$ cat src/shared/ragc_pkg.sv
// ==========================================================
// Register map and timing constants for the gain-timing block
// ==========================================================
package ragc_pkg;

    // ==========================================================
    // Register indices; byte address is four times the index
    // ==========================================================
    localparam logic [7:0] RAGC_IDX_CTRL   = 8'h5E;  // Enable control
    localparam logic [7:0] RAGC_IDX_ATTACK = 8'h61;  // Attack time and scale
    localparam logic [7:0] RAGC_IDX_DECAY  = 8'h62;  // Decay time and scale
    localparam logic [7:0] RAGC_IDX_NOISE  = 8'h63;  // Noise debounce
    localparam logic [7:0] RAGC_IDX_STATUS = 8'h70;  // Timer status, read only

    // ==========================================================
    // Reset values
    // ==========================================================
    localparam logic [7:0] RAGC_RST_CTRL   = 8'h00;
    localparam logic [7:0] RAGC_RST_ATTACK = 8'h00;
    localparam logic [7:0] RAGC_RST_DECAY  = 8'h00;
    localparam logic [7:0] RAGC_RST_NOISE  = 8'h00;

    // ==========================================================
    // Field layout
    // ==========================================================
    localparam int          RAGC_ENABLE_BIT  = 7;      // Gain control enable
    localparam int          RAGC_TIME_MSB    = 7;      // Time code field
    localparam int          RAGC_TIME_LSB    = 3;
    localparam int          RAGC_SCALE_MSB   = 2;      // Scale factor field
    localparam int          RAGC_SCALE_LSB   = 0;
    localparam int          RAGC_NOISE_MSB   = 4;      // Debounce code field
    localparam int          RAGC_NOISE_LSB   = 0;
    localparam logic [7:0]  RAGC_NOISE_WMASK = 8'h1F;  // Reserved bits never stored
    localparam logic [7:0]  RAGC_CTRL_WMASK  = 8'h80;

    // ==========================================================
    // Durations, in ADC word clock ticks
    // ==========================================================
    localparam int          RAGC_ATTACK_UNIT = 32;
    localparam int          RAGC_DECAY_UNIT  = 512;
    localparam int          RAGC_NOISE_UNIT  = 4096;
    localparam logic [4:0]  RAGC_NOISE_NONE  = 5'h01;  // No debounce delay
    localparam logic [4:0]  RAGC_NOISE_GEO   = 5'h04;  // First code with one extra doubling
    localparam logic [4:0]  RAGC_NOISE_LIN   = 5'h0C;  // First linear code
    localparam logic [4:0]  RAGC_NOISE_OFS   = 5'h0A;  // Linear multiplier offset
    localparam int          RAGC_DUR_W       = 22;     // Holds 63*512*128

    // ==========================================================
    // Timer slots
    // ==========================================================
    localparam int          RAGC_NUM_TMR     = 3;
    localparam int          RAGC_TMR_ATTACK  = 0;
    localparam int          RAGC_TMR_DECAY   = 1;
    localparam int          RAGC_TMR_NOISE   = 2;

endpackage

$ cat src/rtl/ragc_timer.sv
`timescale 1ns/1ps
// ==========================================================
// One-shot tick counter for one gain-loop duration
// ==========================================================
module ragc_timer
    import ragc_pkg::*;
#(
    parameter int DUR_W = RAGC_DUR_W
)
(
    input  wire logic             clk_i,
    input  wire logic             rst_i,
    input  wire logic             en_i,     // Gain control enabled
    input  wire logic             start_i,  // Start or restart
    input  wire logic             tick_i,   // ADC word clock tick
    input  wire logic [DUR_W-1:0] dur_i,    // Length in ticks
    output logic                  busy_o,   // Counting
    output logic                  done_o    // One-cycle end pulse
);

    // ==========================================================
    // State
    // ==========================================================
    typedef enum logic {RAGC_T_IDLE, RAGC_T_RUN} ragc_tstate_t;

    ragc_tstate_t     state;       // Current state
    ragc_tstate_t     next_state;
    logic [DUR_W-1:0] cnt;         // Ticks still to wait
    logic [DUR_W-1:0] next_cnt;
    logic             next_busy;
    logic             next_done;

    // Next state; a restart while running reloads the count
    always_comb
    begin
        next_state = state;
        next_cnt   = cnt;
        next_done  = 1'b0;
        if (!en_i)
        begin
            // Disabled gain control holds every timer idle
            next_state = RAGC_T_IDLE;
            next_cnt   = '0;
        end
        else if (start_i)
        begin
            if (dur_i == '0)
            begin
                // Zero length ends at once
                next_done  = 1'b1;
                next_state = RAGC_T_IDLE;
            end
            else
            begin
                next_state = RAGC_T_RUN;
                next_cnt   = dur_i;
            end
        end
        else
        begin
            unique case (state)
                RAGC_T_IDLE:
                begin
                    next_cnt = cnt;
                end
                RAGC_T_RUN:
                begin
                    if (tick_i)
                    begin
                        if (cnt == DUR_W'(1))
                        begin
                            next_done  = 1'b1;
                            next_state = RAGC_T_IDLE;
                        end
                        next_cnt = cnt - DUR_W'(1);
                    end
                end
            endcase
        end
        next_busy = (next_state == RAGC_T_RUN);
    end

    // Registers
    always_ff @(posedge clk_i)
    begin
        if (rst_i)
        begin
            state  <= RAGC_T_IDLE;
            cnt    <= '0;
            busy_o <= 1'b0;
            done_o <= 1'b0;
        end
        else
        begin
            state  <= next_state;
            cnt    <= next_cnt;
            busy_o <= next_busy;
            done_o <= next_done;
        end
    end

endmodule

$ cat src/rtl/ragc_timing_ctrl.sv
`timescale 1ns/1ps
module ragc_timing_ctrl
    import ragc_pkg::*;
#(
    parameter int ADR_W = 10,          // Byte address width
    parameter int DUR_W = RAGC_DUR_W   // Tick count width
)
(
    input  wire logic             clk_i,
    input  wire logic             rst_i,
    input  wire logic             wb_cyc_i,
    input  wire logic             wb_stb_i,
    input  wire logic             wb_we_i,
    input  wire logic [ADR_W-1:0] wb_adr_i,
    input  wire logic [3:0]       wb_sel_i,
    input  wire logic [31:0]      wb_dat_i,
    output logic      [31:0]      wb_dat_o,
    output logic                  wb_ack_o,
    input  wire logic             adc_wclk_tick_i,
    input  wire logic             attack_start_i,
    input  wire logic             decay_start_i,
    input  wire logic             noise_start_i,
    output logic                  agc_enable_o,
    output logic      [DUR_W-1:0] attack_ticks_o,
    output logic      [DUR_W-1:0] decay_ticks_o,
    output logic      [DUR_W-1:0] noise_ticks_o,
    output logic                  attack_busy_o,
    output logic                  decay_busy_o,
    output logic                  noise_busy_o,
    output logic                  attack_done_o,
    output logic                  decay_done_o,
    output logic                  noise_done_o
);

    // ==========================================================
    // Elaboration checks
    // ==========================================================
    if (ADR_W < 10)
    begin : g_adr_chk
        $error("ADR_W too small for the register map");
    end
    if (DUR_W < RAGC_DUR_W)
    begin : g_dur_chk
        $error("DUR_W too small for the longest duration");
    end

    // ==========================================================
    // Register file
    // ==========================================================
    logic [7:0]       ctrl_reg;        // Enable in bit 7
    logic [7:0]       attack_reg;      // Attack time and scale
    logic [7:0]       decay_reg;       // Decay time and scale
    logic [7:0]       noise_reg;       // Debounce code, top bits zero
    logic [7:0]       next_ctrl_reg;
    logic [7:0]       next_attack_reg;
    logic [7:0]       next_decay_reg;
    logic [7:0]       next_noise_reg;
    logic [31:0]      next_dat;
    logic             next_ack;
    logic [ADR_W-3:0] idx;             // Word index
    logic             wr_en;           // Write strobe, low lane
    logic [7:0]       status;          // Live timer state
    logic [RAGC_NUM_TMR-1:0] tmr_busy;
    logic [RAGC_NUM_TMR-1:0] tmr_done;
    logic [RAGC_NUM_TMR-1:0] tmr_start;

    assign idx   = wb_adr_i[ADR_W-1:2];
    // Writes land only on the ack edge, so a held request writes again every other cycle
    assign wr_en = wb_cyc_i && wb_stb_i && wb_we_i && !wb_ack_o && wb_sel_i[0];
    assign status = {agc_enable_o, 4'h0, tmr_busy[RAGC_TMR_NOISE],
                     tmr_busy[RAGC_TMR_DECAY], tmr_busy[RAGC_TMR_ATTACK]};

    // Next register values and read data
    always_comb
    begin
        next_ctrl_reg   = ctrl_reg;
        next_attack_reg = attack_reg;
        next_decay_reg  = decay_reg;
        next_noise_reg  = noise_reg;
        next_ack        = wb_cyc_i && wb_stb_i && !wb_ack_o;
        next_dat        = 32'h0000_0000;
        if (wr_en)
        begin
            if (idx == (ADR_W-2)'(RAGC_IDX_CTRL))
            begin
                next_ctrl_reg = wb_dat_i[7:0] & RAGC_CTRL_WMASK;
            end
            else if (idx == (ADR_W-2)'(RAGC_IDX_ATTACK))
            begin
                next_attack_reg = wb_dat_i[7:0];
            end
            else if (idx == (ADR_W-2)'(RAGC_IDX_DECAY))
            begin
                next_decay_reg = wb_dat_i[7:0];
            end
            else if (idx == (ADR_W-2)'(RAGC_IDX_NOISE))
            begin
                next_noise_reg = wb_dat_i[7:0] & RAGC_NOISE_WMASK;
            end
        end
        if (next_ack && !wb_we_i)
        begin
            // Unmapped words read zero and are acked like the rest
            if (idx == (ADR_W-2)'(RAGC_IDX_CTRL))
            begin
                next_dat = {24'h00_0000, ctrl_reg};
            end
            else if (idx == (ADR_W-2)'(RAGC_IDX_ATTACK))
            begin
                next_dat = {24'h00_0000, attack_reg};
            end
            else if (idx == (ADR_W-2)'(RAGC_IDX_DECAY))
            begin
                next_dat = {24'h00_0000, decay_reg};
            end
            else if (idx == (ADR_W-2)'(RAGC_IDX_NOISE))
            begin
                next_dat = {24'h00_0000, noise_reg};
            end
            else if (idx == (ADR_W-2)'(RAGC_IDX_STATUS))
            begin
                next_dat = {24'h00_0000, status};
            end
        end
    end

    // Register and bus answer flops
    always_ff @(posedge clk_i)
    begin
        if (rst_i)
        begin
            ctrl_reg   <= RAGC_RST_CTRL;
            attack_reg <= RAGC_RST_ATTACK;
            decay_reg  <= RAGC_RST_DECAY;
            noise_reg  <= RAGC_RST_NOISE;
            wb_ack_o   <= 1'b0;
            wb_dat_o   <= 32'h0000_0000;
        end
        else
        begin
            ctrl_reg   <= next_ctrl_reg;
            attack_reg <= next_attack_reg;
            decay_reg  <= next_decay_reg;
            noise_reg  <= next_noise_reg;
            wb_ack_o   <= next_ack;
            wb_dat_o   <= next_dat;
        end
    end

    // ==========================================================
    // Duration decode
    // ==========================================================
    logic [DUR_W-1:0] next_attack_ticks;
    logic [DUR_W-1:0] next_decay_ticks;
    logic [DUR_W-1:0] next_noise_ticks;
    logic             next_enable;
    logic [4:0]       ncode;           // Debounce code

    assign ncode = noise_reg[RAGC_NOISE_MSB:RAGC_NOISE_LSB];

    // Arithmetic kept to shifts and three products by power-of-two units
    always_comb
    begin
        next_attack_ticks = (DUR_W'({attack_reg[RAGC_TIME_MSB:RAGC_TIME_LSB], 1'b1})
                            * DUR_W'(RAGC_ATTACK_UNIT)) << attack_reg[RAGC_SCALE_MSB:RAGC_SCALE_LSB];
        next_decay_ticks  = (DUR_W'({decay_reg[RAGC_TIME_MSB:RAGC_TIME_LSB], 1'b1})
                            * DUR_W'(RAGC_DECAY_UNIT)) << decay_reg[RAGC_SCALE_MSB:RAGC_SCALE_LSB];
        if (ncode <= RAGC_NOISE_NONE)
        begin
            // No delay; unlisted code 0 treated the same
            next_noise_ticks = '0;
        end
        else if (ncode < RAGC_NOISE_GEO)
        begin
            // Codes 2 and 3 give 4 and 8
            next_noise_ticks = DUR_W'(1) << ncode;
        end
        else if (ncode < RAGC_NOISE_LIN)
        begin
            // Doubling up to 2048 and 4096
            next_noise_ticks = DUR_W'(1) << (ncode + 5'h01);
        end
        else
        begin
            next_noise_ticks = DUR_W'(ncode - RAGC_NOISE_OFS) * DUR_W'(RAGC_NOISE_UNIT);
        end
        next_enable = ctrl_reg[RAGC_ENABLE_BIT];
    end

    // Duration outputs follow the registers one cycle later
    always_ff @(posedge clk_i)
    begin
        if (rst_i)
        begin
            attack_ticks_o <= '0;
            decay_ticks_o  <= '0;
            noise_ticks_o  <= '0;
            agc_enable_o   <= 1'b0;
        end
        else
        begin
            attack_ticks_o <= next_attack_ticks;
            decay_ticks_o  <= next_decay_ticks;
            noise_ticks_o  <= next_noise_ticks;
            agc_enable_o   <= next_enable;
        end
    end

    // ==========================================================
    // Duration timers
    // ==========================================================
    logic [DUR_W-1:0] tmr_dur [RAGC_NUM_TMR];

    assign tmr_start[RAGC_TMR_ATTACK] = attack_start_i;
    assign tmr_start[RAGC_TMR_DECAY]  = decay_start_i;
    assign tmr_start[RAGC_TMR_NOISE]  = noise_start_i;
    assign tmr_dur[RAGC_TMR_ATTACK]   = attack_ticks_o;
    assign tmr_dur[RAGC_TMR_DECAY]    = decay_ticks_o;
    assign tmr_dur[RAGC_TMR_NOISE]    = noise_ticks_o;
    assign attack_busy_o = tmr_busy[RAGC_TMR_ATTACK];
    assign decay_busy_o  = tmr_busy[RAGC_TMR_DECAY];
    assign noise_busy_o  = tmr_busy[RAGC_TMR_NOISE];
    assign attack_done_o = tmr_done[RAGC_TMR_ATTACK];
    assign decay_done_o  = tmr_done[RAGC_TMR_DECAY];
    assign noise_done_o  = tmr_done[RAGC_TMR_NOISE];

    // One timer per duration; enable gates them all
    for (genvar t = 0; t < RAGC_NUM_TMR; t++)
    begin : g_tmr
        ragc_timer #(.DUR_W(DUR_W)) u_tmr (
            .clk_i   (clk_i),
            .rst_i   (rst_i),
            .en_i    (agc_enable_o),
            .start_i (tmr_start[t]),
            .tick_i  (adc_wclk_tick_i),
            .dur_i   (tmr_dur[t]),
            .busy_o  (tmr_busy[t]),
            .done_o  (tmr_done[t])
        );
    end

    // ==========================================================
    // Assertions
    // ==========================================================
    // Reset-cycle guard: outputs hold zero at the first edge after release
    attack_base_a: assert property (@(posedge clk_i) disable iff (rst_i)
        (!$past(rst_i) && $past(attack_reg[2:0]) == 3'h0) |->
        int'(attack_ticks_o) == (2 * int'($past(attack_reg[7:3])) + 1) * 32)
        else $error("attack base duration wrong");
    attack_scale_a: assert property (@(posedge clk_i) disable iff (rst_i)
        (!$past(rst_i) && $past(attack_reg[7:3]) == 5'h00) |->
        int'(attack_ticks_o) == (32 << $past(attack_reg[2:0])))
        else $error("attack scale factor wrong");
    decay_base_a: assert property (@(posedge clk_i) disable iff (rst_i)
        (!$past(rst_i) && $past(decay_reg[2:0]) == 3'h0) |->
        int'(decay_ticks_o) == (2 * int'($past(decay_reg[7:3])) + 1) * 512)
        else $error("decay base duration wrong");
    decay_scale_a: assert property (@(posedge clk_i) disable iff (rst_i)
        (!$past(rst_i) && $past(decay_reg[7:3]) == 5'h00) |->
        int'(decay_ticks_o) == (512 << $past(decay_reg[2:0])))
        else $error("decay scale factor wrong");
    noise_none_a: assert property (@(posedge clk_i) disable iff (rst_i)
        ($past(ncode) == 5'h01) |-> noise_ticks_o == '0)
        else $error("debounce code 1 not zero");
    noise_low_a: assert property (@(posedge clk_i) disable iff (rst_i)
        ($past(ncode) == 5'h0A) |-> int'(noise_ticks_o) == 2048)
        else $error("debounce code 10 wrong");
    noise_top_a: assert property (@(posedge clk_i) disable iff (rst_i)
        ($past(ncode) == 5'h0B) |-> int'(noise_ticks_o) == 4096)
        else $error("debounce code 11 wrong");
    noise_lin_a: assert property (@(posedge clk_i) disable iff (rst_i)
        ($past(ncode) >= 5'h0C) |-> int'(noise_ticks_o) == (int'($past(ncode)) - 10) * 4096)
        else $error("debounce linear code wrong");
    noise_rsvd_a: assert property (@(posedge clk_i) disable iff (rst_i)
        (wb_ack_o && !$past(wb_we_i) && $past(idx) == (ADR_W-2)'(RAGC_IDX_NOISE)) |-> wb_dat_o[7:5] == 3'h0)
        else $error("reserved debounce bits not zero");
    timer_gate_a: assert property (@(posedge clk_i) disable iff (rst_i)
        !agc_enable_o |=> (tmr_busy == '0 && tmr_done == '0))
        else $error("timer active while disabled");
    attack_full_a: assert property (@(posedge clk_i) disable iff (rst_i)
        $stable(attack_reg) |=> int'(attack_ticks_o) ==
        ((2 * int'($past(attack_reg[7:3])) + 1) * 32) << $past(attack_reg[2:0]))
        else $error("effective attack time wrong");
    bus_ack_a: assert property (@(posedge clk_i) disable iff (rst_i)
        wb_ack_o |=> !wb_ack_o)
        else $error("ack held two cycles");

endmodule

$ cat config.mk
export PLATFORM = sky130hd
export DESIGN_NAME = ragc_timing_ctrl
export DESIGN_NICKNAME = d
export VERILOG_FILES = /design/src/shared/ragc_pkg.sv /design/src/rtl/ragc_timer.sv /design/src/rtl/ragc_timing_ctrl.sv
export SDC_FILE = /design/constraint.sdc
export NUM_CORES = 1
export LEC_CHECK = 0
export BUFFER_PORTS_ARGS = -buffer_cell sky130_fd_sc_hd__buf_4
export CORE_MARGIN = 3
export CORE_UTILIZATION = 40
export CTS_BUF_LIST = sky130_fd_sc_hd__clkbuf_16
export DETAILED_ROUTE_END_ITERATION = 12
export PLACE_DENSITY = 0.59
export SETUP_SLACK_MARGIN = 0.2
export SLEW_MARGIN = 10
export SYNTH_ARGS = -nofsm -noshare
export SYNTH_HDL_FRONTEND = slang
export SYNTH_SLANG_ARGS = --single-unit
$ cat constraint.sdc
create_clock -name clk_i -period 3.2 [get_ports clk_i]
set_clock_uncertainty 0.05 [all_clocks]
set_input_delay 0.96 -clock clk_i [delete_from_list [all_inputs] [get_ports clk_i]]
set_output_delay 0.96 -clock clk_i [all_outputs]
set_load 0.02 [all_outputs]
==> flow_metrics.py, run 1 <==
metrics = {
    "layout": {
        "largest_reg_flops": 66,
        "nFillCells": 1907,
        "area_delta_synth_final_pct": 17.6,
        "num_antenna_cells": 0,
        "regMostFlops": "g_tmr.u_tmr.cnt",
        "top_regs": "g_tmr.u_tmr.cnt x66, noise_ticks_o x22",
        "regArea_um2": 3040,
        "multi_input_area_um2": 4350,
        "drive_gt1_frac": 0.166,
        "layout.nets": 1106,
    },
    "setup_path": {
        "regToRegSetupSlack_ns": 0.76,
        "r2r-end": "g_tmr[2].u_tmr.cnt[20]",
        "cp-end-kind": "flip-flop",
        "worstReg2RegStart": "g_tmr[2].u_tmr.cnt[0]",
        "cp-endpoint": "g_tmr[2].u_tmr.cnt[20]",
        "crit_start": "g_tmr[2].u_tmr.cnt[0]",
        "cp-start-kind": "flip-flop",
        "ff2ff_path_depth": 7,
        "arrival_ns": 2.70,
        "criticalPathCategory": "reg -> reg",
        "critPathRequiredTime_ns": 3.47,
        "cp_max_fo": 9,
    },
    "outcome": {
        "status": "complete, no violations",
    },
    "detailed_routing": {
        "routed_wl_um": 21500,
        "vias": 7266,
        "drtAntennaViolNets": 0,
        "first_iter_violations": 458,
        "vias_per_cell": 5.53,
        "post-route-drc-count": 0,
        "wl_per_cell_um": 16.4,
        "dr.pass1.iters": 5,
    },
    "clock_tree": {
        "clk_pin_slew_ns": 0.06,
        "cts_root_buf": "clkbuf_16",
        "post-cts-setup-buffers": 0,
        "ctsResizeCount": 0,
        "insertion_delay_ns": 0.43,
        "cts_made_buffers": 17,
        "clockBufferDepth": 2,
        "clock_sinks": 152,
        "h-tree-depth": 4,
        "cts.hold.buffers_added": 0,
        "cts_tree": "built",
    },
    "floorplan": {
        "fp.dieArea_um2": 21300,
        "boundaryPins": 161,
        "core_area_um2": 19000,
        "num_rows": 50,
        "start_util": 0.413,
        "die_w_um": 146,
        "die_height_um": 146,
    },
    "sta": {
        "holdWs_ns": 0.419,
        "min_period_ns": 2.44,
        "timing.final.max_slew_violations": 0,
        "max_slew_margin": 0.514,
        "worstMarginPinSlew_ns": 0.723,
        "rsz0062_at_grt": "no",
        "worst_slack_ns": 0.764,
        "setup_tns_ns": 0,
        "setup_viol": 0,
        "fmax_mhz": 411,
        "finalHoldViolCount": 0,
        "period_share": 0.761,
    },
    "yosys": {
        "synth_edf_count": 0,
        "ys_ff_latch": 152,
        "yosys.area.top_type": "dfxtp_1",
        "yosysSeqAreaShare": 0.388,
        "syn_area_um2": 7850,
        "async_flop_share": 0,
        "synth_top_area_frac": 0.388,
        "syn_avg_cell_area_um2": 8.10,
        "synth_area_leaders": "dfxtp_1 (39%), nor2_1 (6.8%), a21oi_1 (4.7%), buf_4 (4.0%), mux2i_1 (4.0%)",
        "synth_ff_type": "dfxtp_1",
        "ys_types": 68,
        "synthCells": 969,
        "synth_most_common_cell": "dfxtp_1",
        "yosys_warnings": 0,
        "synthTopCellsByCount": "dfxtp_1 (152), nor2_1 (142), nand2_1 (82), a21oi_1 (73), clkbuf_1 (47)",
    },
    "placed_design": {
        "dp_hpwl_um": 15400,
        "gp_routability_congestion": 0.861,
        "port_buffers": 89,
        "dp_slack_ns": 0.447,
    },
    "hold_path": {
        "hp-class": "reg -> reg",
    },
    "pwr": {
        "powerDensity_nw_per_um2": 450,
        "peakVddDrop_mv": 0.394,
        "p_leak_nw": 3.79,
    },
    "global_routing": {
        "grt_pass1_vias": 6542,
        "overflow": 0,
        "grt_max_degree": 42,
        "grt_pass1_wl_um": 34500,
        "grt.total_usage": 0.196,
        "antenna_found_initial": 0,
    },
    "flow_run": {
        "maxCapViolCount": 0,
    },
}
==> how the worst min path moves through the flow <==
stage	to	cells after the start	slack (ns)	from
after CTS	ctrl_reg[7]	2	0.42	ctrl_reg[7]
after detailed placement	ctrl_reg[7]	2	0.41	ctrl_reg[7]
after floorplan	ctrl_reg[7]	2	0.39	ctrl_reg[7]
final	ctrl_reg[7]	2	0.42	ctrl_reg[7]
after global placement	g_tmr[0].u_tmr.cnt[20]	2	0.41	g_tmr[0].u_tmr.cnt[20]
after global routing	ctrl_reg[7]	2	0.45	ctrl_reg[7]
==> cells by family after synthesis <==
logic type / Yosys count / synth area share
AND/OR/NAND/NOR: 418 / 0.269
XOR/XNOR: 11 / 0.0123
multiplexers: 41 / 0.0539
AO/OA/AOI/OAI: 218 / 0.180
adder cells (fa/ha/maj): 11 / 0.0175
other: 1 / 0.000478
buffers and inverters: 117 / 0.0786
flip-flops: 152 / 0.388
==> area by class of cell <==
class,count,area share
Multi-Input combinational cell,741,0.471
Clock inverter,15,0.0175
Timing Repair Buffer,112,0.0938
Tap cell,260,0.0353
Sequential cell,152,0.330
Clock buffer,17,0.0461
Inverter,16,0.00651
==> routing by layer <==
layer	vias to the layer above	wire length (um)	track usage
li1	3588	-	-
met1	3443	10400	0.284
met2	217	9510	0.295
met3	18	1330	0.0394
met4	0	256	0.0588
met5	-	0	0
==> report_power, final <==
part | internal, mW | total, mW | switching, mW
Sequential | 1.89 | 1.90 | 0.00220
Combinational | 0.0716 | 0.232 | 0.161
Clock | 1.21 | 2.02 | 0.806
==> critical path, cell delays in order, from the launching register on <==
cell and delay, ns:
dfxtp_1 0.37, inv_1 0.08, ha_1 0.20, or3b_2 0.59, nor4_2 0.52, nor2b_1 0.22, nor4b_1 0.07, o31a_1 0.23
==> per-stage QoR <==
step           std cells  power, mW   util  cell area (um^2)
3_3_place_gp        1281       2.17  0.454              8640
6_report            1313       4.15  0.485              9230
4_1_cts             1313       4.18  0.485              9230
2_1_floorplan       1010       2.14      -              8000
5_1_grt             1313       4.29  0.485              9230
3_5_place_dp        1281       2.17  0.454              8640
==> cell usage in the layout, fill, tap and decap left out, types with 12 or more instances in the layout <==
cell	count
buf_4	110
a21oi_1	73
inv_1	19
nor4_1	26
nor3_1	44
nand3_1	20
mux2i_1	31
conb_1	42
o21ai_0	39
nand2_1	82
or4_1	12
clkbuf_16	17
a22oi_1	17
a31oi_1	12
dfxtp_1	152
nor2_1	142
nand4_1	15
No activity file was read; power rests on OpenSTA's default activity.
==> inputs of run 2 (changes only) <==
Clock period 3.2 ns to 2.48 ns, I/O delays scaled along.
==> run 2 against run 1 <==
Highest routed layer unchanged. Cell area increased by 2.8%. Register-to-register slack worse by 0.49 ns. Largest power group unchanged. Global-route usage increased by 0.23 points. Non-clock buffer count rose by 21. Critical path type unchanged.
==> flow_metrics.py, run 2 (synthesized netlist as in run 1, its figures left out) <==
metrics = {
    "floorplan": {
        "num_rows": 50,
        "fp.dieArea_um2": 21300,
        "core_area_um2": 19000,
        "die_w_um": 146,
        "start_util": 0.413,
        "die_height_um": 146,
        "boundaryPins": 161,
    },
    "clock_tree": {
        "cts_root_buf": "clkbuf_16",
        "h-tree-depth": 4,
        "clk_pin_slew_ns": 0.06,
        "cts_tree": "built",
        "cts.hold.buffers_added": 0,
        "insertion_delay_ns": 0.41,
        "cts_made_buffers": 17,
        "clock_sinks": 152,
        "clockBufferDepth": 2,
    },
    "global_routing": {
        "antenna_found_initial": 0,
        "grt_pass1_vias": 6590,
        "overflow": 0,
        "grt.total_usage": 0.198,
        "grt_pass1_wl_um": 35000,
        "grt_max_degree": 34,
    },
    "sta": {
        "timing.final.max_slew_violations": 0,
        "min_period_ns": 2.20,
        "setup_viol": 0,
        "holdWs_ns": 0.414,
        "worst_slack_ns": 0.277,
        "fmax_mhz": 454,
        "period_share": 0.888,
        "setup_tns_ns": 0,
        "max_slew_margin": 0.589,
        "rsz0062_at_grt": "no",
        "worstMarginPinSlew_ns": 0.615,
        "finalHoldViolCount": 0,
    },
    "pwr": {
        "powerDensity_nw_per_um2": 590,
        "total_power_mw": 5.60,
        "p_leak_nw": 3.93,
        "peakVddDrop_mv": 0.407,
    },
    "placed_design": {
        "dp_hpwl_um": 15700,
        "dp_slack_ns": 0.209,
        "port_buffers": 89,
        "gp_routability_congestion": 0.838,
        "dp.cells": 1302,
    },
    "layout": {
        "num_antenna_cells": 0,
        "stdcell_count": 1334,
        "regMostFlops": "g_tmr.u_tmr.cnt",
        "final_common_cell": "dfxtp_1",
        "layout.nets": 1127,
        "drive_gt1_frac": 0.189,
        "area_delta_synth_final_pct": 20.9,
        "top_regs": "g_tmr.u_tmr.cnt x66, noise_ticks_o x22",
        "largest_reg_flops": 66,
        "layout_common_cells": "dfxtp_1 (152), nor2_1 (142), buf_4 (130)",
    },
    "setup_path": {
        "cp-start-kind": "flip-flop",
        "cp-end-kind": "flip-flop",
        "critPathRequiredTime_ns": 2.74,
        "worstPathCellList": "or4_4, or3_4, nor4b_4, mux2_2, o2bb2ai_1",
        "arrival_ns": 2.46,
        "cp_max_fo": 6,
        "cp_slowest_stage_delay_ns": 0.58,
        "crit_slowest_cell": "or4_4",
        "criticalPathCategory": "reg -> reg",
    },
    "detailed_routing": {
        "drtAntennaViolNets": 0,
        "routed_wl_um": 22000,
        "vias": 7265,
        "wl_met2_um": 9690,
        "dr.pass1.iters": 4,
        "first_iter_violations": 388,
        "vias_per_cell": 5.45,
        "post-route-drc-count": 0,
        "dr_wl_met3_um": 1170,
        "route.layer.met1.wl_um": 10800,
        "routed.top_layer": "met4",
        "wl_per_cell_um": 16.5,
    },
    "outcome": {
        "status": "complete, no violations",
    },
    "flow_run": {
        "maxCapViolCount": 0,
    },
    "hold_path": {
        "hp-class": "reg -> reg",
    },
}
run 2: changes by cell type in the layout (fill, tap and decap cells not counted), sizes merged:
| cell | delta |
|---|---|
| buf | +21 |
| bufinv | +2 |
| clkinv | -1 |
| inv | -1 |
run 2: what timing repair did:
action | CTS | global route
setup buffers | 0 | 0
hold endpoints to repair | 0 | 0
resized for setup | 0 | 5
endpoints found under the setup margin | 0 | 6
run 2: path summary, 6_finish.rpt:
check,from,to,slack [ns],cells past startpoint
worst min register to register,ctrl_reg[7],ctrl_reg[7],0.41,2
worst max register to register,g_tmr[1].u_tmr.cnt[4],g_tmr[1].u_tmr.cnt[21],0.28,5
worst min-delay path,ctrl_reg[7],ctrl_reg[7],0.41,2
worst max-delay path,g_tmr[1].u_tmr.cnt[4],g_tmr[1].u_tmr.cnt[21],0.28,5
run 2: worst max-delay path, delay by kind of cell (launching register included):
| kind | cells | cell delay [ns] |
|---|---|---|
| simple gates | 3 | 1.22 |
| mux | 1 | 0.35 |
| flops | 1 | 0.36 |
| compound gates | 1 | 0.12 |
run 2: layout make-up:
class	instances	area, um^2
fillers	1908	9530
inverters	16	60.1
flip-flops and latches	152	3040
multi-input cells	741	4380
clock buffers	17	425
well taps	260	325
repair buffers	133	1040
clock inverters	15	221
run 2: per-layer routing:
layer	vias to the layer above	GRT usage
met4	0	0.0569
met5	-	0
met3	20	0.0320
met1	3408	0.291
met2	210	0.302
li1	3627	-
run 2: stage by stage:
step	cell area [um^2]	util
after floorplan	8010	-
after global placement	8820	0.464
after detailed placement	8820	0.464
after CTS	9470	0.498
after global routing	9490	0.499
final	9490	0.499
run 2: power by group:
part | internal, mW | switching, mW | total, mW
clock | 1.79 | 1.05 | 2.84
combinational | 0.101 | 0.212 | 0.313
sequential | 2.44 | 0.00293 | 2.45
total | 4.34 | 1.26 | 5.60
